<file path="config.mk">
export PLATFORM = sky130hd
export DESIGN_NAME = iodec_decoder
export DESIGN_NICKNAME = d
export VERILOG_FILES = /design/src/iodec_pkg.sv /design/src/iodec_decoder.sv
export VERILOG_INCLUDE_DIRS = /design/src
export SDC_FILE = /design/constraint.sdc
export NUM_CORES = 1
export LEC_CHECK = 0
export BUFFER_PORTS_ARGS = -buffer_cell sky130_fd_sc_hd__buf_2
export CORE_AREA = 4 4 235 237
export DETAILED_ROUTE_END_ITERATION = 12
export DIE_AREA = 0 0 239 241
export PLACE_DENSITY = 0.55
export SYNTH_ARGS = -nofsm -noshare
export SYNTH_HDL_FRONTEND = slang
export SYNTH_SLANG_ARGS = --single-unit
</file>
<file path="constraint.sdc">
create_clock -name clk_sys -period 4.7 [get_ports clk_sys]
set_input_delay 0.235 -clock clk_sys [delete_from_list [all_inputs] [get_ports clk_sys]]
set_output_delay 0.235 -clock clk_sys [all_outputs]
set_load 0.05 [all_outputs]
</file>
<file path="src/iodec_defines.svh">
`ifndef IODEC_DEFINES_SVH
`define IODEC_DEFINES_SVH

// ****************************************
// Fixed legacy I/O locations
// ****************************************
`define IODEC_INTC_LO_BLK   8'h01
`define IODEC_INTC_HI_BLK   8'h05
`define IODEC_INTC_ELCR     16'h04D0
`define IODEC_SIO_A         16'h002E
`define IODEC_SIO_B         16'h004E
`define IODEC_TMR_A         16'h0040
`define IODEC_TMR_B         16'h0050
`define IODEC_KBD_DATA      16'h0060
`define IODEC_NMI_PORT      16'h0061
`define IODEC_MC_A          16'h0062
`define IODEC_KBD_CMD       16'h0064
`define IODEC_MC_B          16'h0066
`define IODEC_RTC_BLK       16'h0070
`define IODEC_POST_BLK      8'h08
`define IODEC_POST_ALIAS    8'h09
`define IODEC_FAST_RST      16'h0092
`define IODEC_PM_CTL        16'h00B2
`define IODEC_RST_CTL       16'h0CF9
`define IODEC_GAME_BLK      16'h0200

// ****************************************
// Decode latency, legacy window size and read fill value
// ****************************************
`define IODEC_LATENCY       1
`define IODEC_WIN_BYTES     8
`define IODEC_ALL_ONES      32'hFFFFFFFF

`endif

</file>
<file path="src/iodec_pkg.sv">
package iodec_pkg;

   // ****************************************
   // Targets of a decoded cycle
   // ****************************************
   typedef enum logic [3:0] {
      IODEC_TGT_TERMINATE = 4'h0,
      IODEC_TGT_RESERVED  = 4'h1,
      IODEC_TGT_INTC      = 4'h2,
      IODEC_TGT_TIMER     = 4'h3,
      IODEC_TGT_NMI       = 4'h4,
      IODEC_TGT_RTC       = 4'h5,
      IODEC_TGT_RESET     = 4'h6,
      IODEC_TGT_PM        = 4'h7,
      IODEC_TGT_LPC       = 4'h8,
      IODEC_TGT_PCIE_SIDE = 4'h9,
      IODEC_TGT_ROOT_PORT = 4'hA,
      IODEC_TGT_SMB       = 4'hB
   } iodec_target_e;

   // ****************************************
   // Cycle from the host link
   // ****************************************
   typedef struct packed {
      logic        valid;
      logic        write;
      logic [15:0] addr;
   } iodec_cycle_s;

   // ****************************************
   // Decision handed to the targets
   // ****************************************
   typedef struct packed {
      logic          valid;
      logic          write;
      logic [15:0]   addr;
      iodec_target_e target;
      logic [3:0]    port_idx;
      logic          rd_all_ones;
   } iodec_route_s;

   // ****************************************
   // Configuration bits from owning functions
   // ****************************************
   typedef struct packed {
      logic        nmi_port_alias_enable;
      logic        post_to_pcie;
      logic        sio_a_en;
      logic        sio_b_en;
      logic        kbd_en;
      logic        mc_en;
      logic        rtc_upper_en;
      logic        game_lo_en;
      logic        game_hi_en;
      logic [1:0]  serial_en;
      logic [5:0]  serial_sel;
      logic        par_en;
      logic [1:0]  par_sel;
      logic        fdc_en;
      logic        fdc_sel;
      logic        acpi_en;
      logic [15:0] acpi_base;
      logic        smb_en;
      logic [15:0] smb_base;
      logic        tco_en;
      logic [15:0] tco_base;
      logic [3:0]  gen_en;
      logic [63:0] gen_base;
      logic [31:0] gen_mask;
   } iodec_cfg_s;

   typedef logic [15:0] iodec_addr_t;

endpackage

</file>
<file path="src/iodec_decoder.sv">
`timescale 1ns/10ps
`include "iodec_defines.svh"
module iodec_decoder #(
   parameter int NUM_RP = 12,
   parameter logic [127:0] SER_BASES = {16'h02E8, 16'h02F8, 16'h03E8, 16'h03F8,
                                        16'h0338, 16'h0238, 16'h0220, 16'h0228},
   parameter logic [47:0]  PAR_BASES = {16'h0378, 16'h0278, 16'h03BC},
   parameter logic [31:0]  FDC_BASES = {16'h03F0, 16'h0370}
) (
   // Clock and reset
   input  wire logic                 clk_sys,
   input  wire logic                 reset,
   // Cycle from host link
   input  wire iodec_pkg::iodec_cycle_s cyc_in,
   // Configuration from owning functions
   input  wire iodec_pkg::iodec_cfg_s   cfg,
   input  wire logic [NUM_RP-1:0]    rp_en,
   input  wire logic [16*NUM_RP-1:0] rp_base,
   input  wire logic [16*NUM_RP-1:0] rp_limit,
   // Routed cycle
   output iodec_pkg::iodec_route_s   route_q
);
   import iodec_pkg::*;

   // ****************************************
   // Elaboration checks
   // ****************************************
   if (NUM_RP < 1 || NUM_RP > 15) begin : g_chk
      $error("NUM_RP must lie between 1 and 15");
   end

   // ****************************************
   // Per-entry window matches
   // ****************************************
   logic [NUM_RP-1:0] rp_hit;
   logic [7:0]        ser_hit0;
   logic [7:0]        ser_hit1;
   logic [2:0]        par_hit;
   logic [1:0]        fdc_hit;
   logic [3:0]        gen_hit;
   iodec_addr_t       a;

   assign a = cyc_in.addr;

   // Root port base/limit windows, inclusive both ends
   for (genvar i = 0; i < NUM_RP; i++) begin : g_rp
      assign rp_hit[i] = rp_en[i] && a >= rp_base[16*i +: 16]
                         && a <= rp_limit[16*i +: 16];
   end
   // Legacy windows: 8 bytes from the selected base, which need not be aligned
   for (genvar s = 0; s < 8; s++) begin : g_ser
      assign ser_hit0[s] = cfg.serial_en[0] && cfg.serial_sel[2:0] == 3'(s)
                           && a >= SER_BASES[16*s +: 16]
                           && (a - SER_BASES[16*s +: 16]) < 16'(`IODEC_WIN_BYTES);
      assign ser_hit1[s] = cfg.serial_en[1] && cfg.serial_sel[5:3] == 3'(s)
                           && a >= SER_BASES[16*s +: 16]
                           && (a - SER_BASES[16*s +: 16]) < 16'(`IODEC_WIN_BYTES);
   end
   for (genvar p = 0; p < 3; p++) begin : g_par
      assign par_hit[p] = cfg.par_en && cfg.par_sel == 2'(p)
                          && a >= PAR_BASES[16*p +: 16]
                          && (a - PAR_BASES[16*p +: 16]) < 16'(`IODEC_WIN_BYTES);
   end
   for (genvar f = 0; f < 2; f++) begin : g_fdc
      assign fdc_hit[f] = cfg.fdc_en && cfg.fdc_sel == 1'(f)
                          && a >= FDC_BASES[16*f +: 16]
                          && (a - FDC_BASES[16*f +: 16]) < 16'(`IODEC_WIN_BYTES);
   end
   // Generic LPC windows, mask bits widen the window up to 256 bytes
   for (genvar g = 0; g < 4; g++) begin : g_gen
      assign gen_hit[g] = cfg.gen_en[g]
                          && ((a ^ cfg.gen_base[16*g +: 16])
                              & ~{8'h00, cfg.gen_mask[8*g +: 8]}) == 16'h0000;
   end

   // ****************************************
   // Priority decode, fixed ranges first
   // ****************************************
   // No overlap check: a fixed hit simply shadows a variable one.
   iodec_route_s route_d;
   iodec_target_e tgt;
   logic [3:0]    pidx;
   logic          lo_page;

   always_comb begin
      tgt     = IODEC_TGT_TERMINATE;
      pidx    = 4'h0;
      lo_page = a[15:8] == 8'h00;
      // Bytes with a[1] set (2-3 of every four) are never interrupt registers, so B2h-B3h fall through
      if (lo_page && (a[7:5] == 3'(`IODEC_INTC_LO_BLK) || a[7:5] == 3'(`IODEC_INTC_HI_BLK))
          && a[1] == 1'b0) begin
         tgt = IODEC_TGT_INTC;
      end else if (a[15:1] == 15'(`IODEC_INTC_ELCR >> 1)) begin
         tgt = IODEC_TGT_INTC;
      end else if ((a[15:1] == 15'(`IODEC_SIO_A >> 1) && cfg.sio_a_en)
                   || (a[15:1] == 15'(`IODEC_SIO_B >> 1) && cfg.sio_b_en)) begin
         tgt = IODEC_TGT_LPC;
      end else if (a == `IODEC_TMR_A || a == `IODEC_TMR_B
                   || a[15:1] == 15'(`IODEC_TMR_A >> 1) + 15'h0001
                   || a[15:1] == 15'(`IODEC_TMR_B >> 1) + 15'h0001) begin
         tgt = IODEC_TGT_TIMER;
      end else if ((a == `IODEC_KBD_DATA || a == `IODEC_KBD_CMD) && cfg.kbd_en) begin
         tgt = IODEC_TGT_LPC;
      end else if ((a == `IODEC_MC_A || a == `IODEC_MC_B) && cfg.mc_en) begin
         tgt = IODEC_TGT_LPC;
      end else if (a == `IODEC_NMI_PORT) begin
         tgt = IODEC_TGT_NMI;
      end else if (a[15:3] == 13'(`IODEC_NMI_PORT >> 3) && a[0] && a[2:1] != 2'b00) begin
         tgt = cfg.nmi_port_alias_enable ? IODEC_TGT_NMI : IODEC_TGT_PCIE_SIDE;
      end else if (a[15:3] == 13'(`IODEC_RTC_BLK >> 3) && (!a[1] || cfg.rtc_upper_en)) begin
         tgt = IODEC_TGT_RTC;
      end else if (lo_page && a[7:4] == 4'(`IODEC_POST_BLK) && a[1:0] != 2'b11
                   && (a[2] ? 1'b1 : a[1:0] == 2'b00)) begin
         // Reads of the write-only POST mirrors are reserved
         if (!cyc_in.write && a[3:0] != 4'h0) begin
            tgt = IODEC_TGT_RESERVED;
         end else begin
            tgt = cfg.post_to_pcie ? IODEC_TGT_PCIE_SIDE : IODEC_TGT_LPC;
         end
      end else if (a == `IODEC_FAST_RST || a == `IODEC_RST_CTL) begin
         tgt = IODEC_TGT_RESET;
      end else if (lo_page && a[7:4] == 4'(`IODEC_POST_ALIAS) && a[1:0] != 2'b11
                   && (a[2] ? 1'b1 : a[1:0] == 2'b00)) begin
         tgt = IODEC_TGT_LPC;
      end else if (a[15:1] == 15'(`IODEC_PM_CTL >> 1)) begin
         tgt = IODEC_TGT_PM;
      end else if (a[15:4] == 12'(`IODEC_GAME_BLK >> 4)
                   && (a[3] ? cfg.game_hi_en : cfg.game_lo_en)) begin
         tgt = IODEC_TGT_LPC;
      end else if (|{ser_hit0, ser_hit1, par_hit, fdc_hit, gen_hit}) begin
         tgt = IODEC_TGT_LPC;
      end else if (cfg.acpi_en && a >= cfg.acpi_base && a < cfg.acpi_base + 16'd96) begin
         tgt = IODEC_TGT_PM;
      end else if ((cfg.smb_en && a[15:5] == cfg.smb_base[15:5])
                   || (cfg.tco_en && a[15:5] == cfg.tco_base[15:5])) begin
         tgt = IODEC_TGT_SMB;
      end else if (|rp_hit) begin
         tgt = IODEC_TGT_ROOT_PORT;
         for (int k = NUM_RP - 1; k >= 0; k--) begin
            if (rp_hit[k]) begin
               pidx = 4'(k);
            end
         end
      end
      route_d             = '0;
      route_d.valid       = cyc_in.valid;
      route_d.write       = cyc_in.write;
      route_d.addr        = a;
      route_d.target      = cyc_in.valid ? tgt : IODEC_TGT_TERMINATE;
      route_d.port_idx    = pidx;
      route_d.rd_all_ones = cyc_in.valid && !cyc_in.write
                            && (tgt == IODEC_TGT_RESERVED || tgt == IODEC_TGT_TERMINATE);
   end

   // ****************************************
   // Output register, fixed one-cycle latency
   // ****************************************
   always_ff @(posedge clk_sys) begin
      if (reset) begin
         route_q <= '0;
      end else begin
         route_q <= route_d;
      end
   end

   // Hit vector one cycle back, read only by the root-port check
   logic [NUM_RP-1:0] rp_hit_q;
   always_ff @(posedge clk_sys) begin
      rp_hit_q <= rp_hit;
   end

   // ****************************************
   // Checks
   // ****************************************
   property p_nmi_alias;
      @(posedge clk_sys) disable iff (reset)
      cyc_in.valid && cyc_in.addr == 16'h0063 && cfg.nmi_port_alias_enable
      |=> route_q.target == IODEC_TGT_NMI;
   endproperty
   a_nmi_alias: assert property (p_nmi_alias) else $error("alias not sent to NMI");

   property p_nmi_alias_off;
      @(posedge clk_sys) disable iff (reset)
      cyc_in.valid && cyc_in.addr == 16'h0067 && !cfg.nmi_port_alias_enable
      |=> route_q.target == IODEC_TGT_PCIE_SIDE;
   endproperty
   a_nmi_alias_off: assert property (p_nmi_alias_off) else $error("alias not forwarded");

   property p_one_cycle;
      @(posedge clk_sys) disable iff (reset)
      cyc_in.valid |=> route_q.valid && route_q.addr == $past(cyc_in.addr);
   endproperty
   a_one_cycle: assert property (p_one_cycle) else $error("routing latency wrong");

   property p_no_spurious;
      @(posedge clk_sys) disable iff (reset)
      !cyc_in.valid |=> !route_q.valid && route_q.target == IODEC_TGT_TERMINATE;
   endproperty
   a_no_spurious: assert property (p_no_spurious) else $error("output without cycle");

   property p_reserved_read;
      @(posedge clk_sys) disable iff (reset)
      cyc_in.valid && !cyc_in.write && cyc_in.addr == 16'h0088
      |=> route_q.target == IODEC_TGT_RESERVED && route_q.rd_all_ones;
   endproperty
   a_reserved_read: assert property (p_reserved_read) else $error("reserved read wrong");

   property p_ones_write;
      @(posedge clk_sys) disable iff (reset)
      route_q.rd_all_ones |-> route_q.valid && !route_q.write;
   endproperty
   a_ones_write: assert property (p_ones_write) else $error("all ones on a write");

   property p_serial_sel;
      @(posedge clk_sys) disable iff (reset)
      cyc_in.valid && |ser_hit0 |=> route_q.target == IODEC_TGT_LPC;
   endproperty
   a_serial_sel: assert property (p_serial_sel) else $error("serial window missed");

   property p_rootport;
      @(posedge clk_sys) disable iff (reset)
      route_q.target == IODEC_TGT_ROOT_PORT
      |-> route_q.valid && 32'(route_q.port_idx) < NUM_RP && rp_hit_q[route_q.port_idx];
   endproperty
   a_rootport: assert property (p_rootport) else $error("root port mismatch");

   property p_terminate;
      @(posedge clk_sys) disable iff (reset)
      cyc_in.valid && cyc_in.addr == 16'hFFFF && !(|rp_hit) && !(|gen_hit)
      && !(cfg.smb_en || cfg.tco_en || cfg.acpi_en)
      |=> route_q.target == IODEC_TGT_TERMINATE;
   endproperty
   a_terminate: assert property (p_terminate) else $error("unmatched cycle decoded");

endmodule // iodec_decoder

</file>
==> metrics.cfg <==
[critical_path]
crit_required_ns = 4.91
cpMaxStageDelayCell = a2111oi_2
crit_path_cell_trace = buf_4 -> inv_1 -> ha_1 -> a211oi_1 -> o211ai_1 -> xnor2_1 -> or4_1 -> o221ai_2 -> a2111oi_2 -> nand4_1 -> nor4_1 -> nand2_1 -> nor2_1
crit_arrival_ns = 4.07
cp-end-kind = flop
critPathLaunch = cyc_in[6]
path_buf_inv = 2
start_kind = primary input
slowest_delay_ns = 0.65
path_delay_family = compound AO/OA/AOI/OAI gates
crit_cells = 13
crit_end = route_q[4]$_SDFF_PP0_
path_class = in -> reg
cp_max_fo = 24

[clocking]
post_cts_buffers = 0
ctsHoldBuffers = 0
cts_max_level = 1
cts.sinks = 27
cts_buffers = 3
cts_tree = built
clk_path_buf_depth = 2
cts_resized = 0
clock-root-buffer = clkbuf_16
clkTransAtPathRegs_ns = 0.07

[timing]
finalSetupTns_ns = 0
worstMarginPinSlew_ns = 0.8777
rsz0062_at_grt = no
setup_viol = 0
slew_headroom_pct = 41.17
max_freq_mhz = 259.0
hold_violations = 0
maxSlewViolCount = 0
fin_crit_sh_pct = 82.13
period_needed_ns = 3.860

[placed_design]
gp_congestion = 0.9584
hpwl_mm = 64.48
port_buffers = 605

[routing]
num_vias = 18986
vias_per_cell = 5.432
routed_wl_mm = 79.38
drtIter0Drc = 1195
drc_errors = 0
wire_per_inst_um = 22.71
drtAntennaViolNets = 0
drt_pass1_iterations = 5

[synth]
syn_area_mm2 = 0.01549
synth.distinct_cells = 86
synth_edf_count = 0
synth.net_count = 3204
async_reset_ff_share_pct = 0
synth_top_area_share_pct = 34.48
yosysWarningCount = 0
synth_top_cell_by_area = ha_1
syn_inst = 2188
avgSynthCellArea_um2 = 7.081
yosysSeqAreaShare_pct = 3.489
synth_area_leaders = ha_1 34%, inv_1 9.8%, xnor2_1 6.1%
synth-main-ff-cell = dfxtp_1
synth-seq-cells = 27

[pwr]
ir_drop_uv = 129.7
pwr-share-seq_pct = 11.3
fin_total_pwr_uw = 2197
power.density_mw_per_mm2 = 111.5
power_leakage_uw = 0.01072
netSwitchingFraction_pct = 51.31
power_frac_clock_pct = 9.7
p_comb_share_pct = 79.0
p_sw_uw = 1128
power.internal_uw = 1070

[status]
outcome = complete, no violations

[grt]
gr-total-overflow = 0
grt_max_degree = 47
grt_pass1_wl_mm = 114.1
antenna_found_initial = 17
grt_pass1_vias = 19628
grt_util_all_layers_pct = 25.77

[floorplanning]
die_y_um = 241
start_util_pct = 29.08
die-area_mm2 = 0.05760
design.core.area_mm2 = 0.05328
rows = 85
io_pins = 616
die_w_um = 239

[finish]
post-route-util_pct = 36.98
regMostFlops = route_q
drive_gt1_share_pct = 24.80
fill_cells = 5744
top_regs = route_q x27
multi_input_area_mm2 = 0.01309
layout_commonest_cell = buf_2
largest_register_ff_count = 27
seq_area_um2 = 540.5
synthToLayoutAreaGrowth_pct = 27.16
num-nets-final = 3807
mostFrequentLayoutCells = 596 x buf_2, 427 x ha_1, 403 x inv_1, 178 x a21oi_1, 144 x nand2_1

[min_path]
hold_class = in -> reg

[flow_run]
maxCapViolCount = 0

[kinds of logic (layout without fill, tap and decap cells)]
family                   count (synthesis)  in the layout  share of synthesized area (%)
AO/OA/AOI/OAI                          506            506                          21.10
XOR/XNOR                               116            116                          6.557
adder cells (fa/ha/maj)                427            427                          34.48
buffers and inverters                  471           1073                          12.01
flip-flops                              27             27                          3.489
multiplexers                             8              8                         0.5330
other                                    0              9                              0
AND/OR/NAND/NOR                        633            633                          21.83
[metal layers]
metal  GRT usage [%]  part of all wire [%]  vias to the layer above
met2           47.21                    49                      862
met5               0                  0.14                        -
met4           8.639                   3.7                       18
met1           30.46                    40                     8875
met3           4.399                   7.6                      171
li1                -                     -                     9060
[stage by stage]
stage / cell area (um2) / hold slack (ns) / cells / setup WS (ns)
floorplan: 15490 / 0.3632 / 2188 / 1.087
global placement: 19600 / 0.5358 / 3482 / 0.7317
detailed placement: 19600 / 0.5331 / 3482 / 0.7145
CTS: 19680 / 0.2456 / 3486 / 1.009
global route: 19690 / 0.2627 / 3491 / 0.7369
finish: 19700 / 0.2531 / 3495 / 0.8397
[how the worst min path moves through the flow]
stage / start / endpoint / slack, ns / cells after the start
after floorplan: cyc_in[16] / route_q[25]$_SDFF_PP0_ / 0.36 / 1
after global placement: cyc_in[16] / route_q[25]$_SDFF_PP0_ / 0.54 / 2
after detailed placement: cyc_in[16] / route_q[25]$_SDFF_PP0_ / 0.53 / 2
after CTS: cyc_in[16] / route_q[25]$_SDFF_PP0_ / 0.25 / 2
after global routing: cyc_in[16] / route_q[25]$_SDFF_PP0_ / 0.26 / 2
final: cyc_in[16] / route_q[25]$_SDFF_PP0_ / 0.25 / 2
[layout make-up]
cell class              count  share of cell area [%]
diodes                      9                  0.1143
clock buffers               3                  0.3810
well taps                 696                   4.420
inverters                 404                   7.697
flip-flops and latches     27                   2.744
multi-input cells        1690                   66.46
clock inverters             1                 0.03810
repair buffers            665                   18.15
[cell usage after synthesis (7+ instances only)]
master	count
ha_1	427
inv_1	404
a21oi_1	178
nand2_1	144
xnor2_1	108
nor2_1	99
o21ai_0	87
nand4_1	83
nand3_1	58
nor3_1	47
nor2b_1	40
buf_2	37
o211ai_1	33
nor4_1	28
dfxtp_1	27
a21o_1	21
and3_1	20
a211oi_1	19
or4_1	19
nand2b_1	18
o22ai_1	18
a31oi_1	15
a2111oi_0	14
and4_1	13
clkbuf_1	12
or3_1	12
and2_1	11
a221oi_1	10
a21boi_0	9
o21a_1	9
o31ai_1	9
a22oi_1	8
buf_4	8
xor2_1	8
buf_1	7
nor3b_1	7
[power by group through the flow]
stage	Combinational, uW	Clock (uW)	Sequential (uW)
2_1_floorplan	904	0	305
3_3_place_gp	1670	0	254
3_5_place_dp	1720	0	254
4_1_cts	1730	223	249
5_1_grt	1930	234	250
6_report	1730	214	248
No activity file was read; power rests on OpenSTA's default activity.
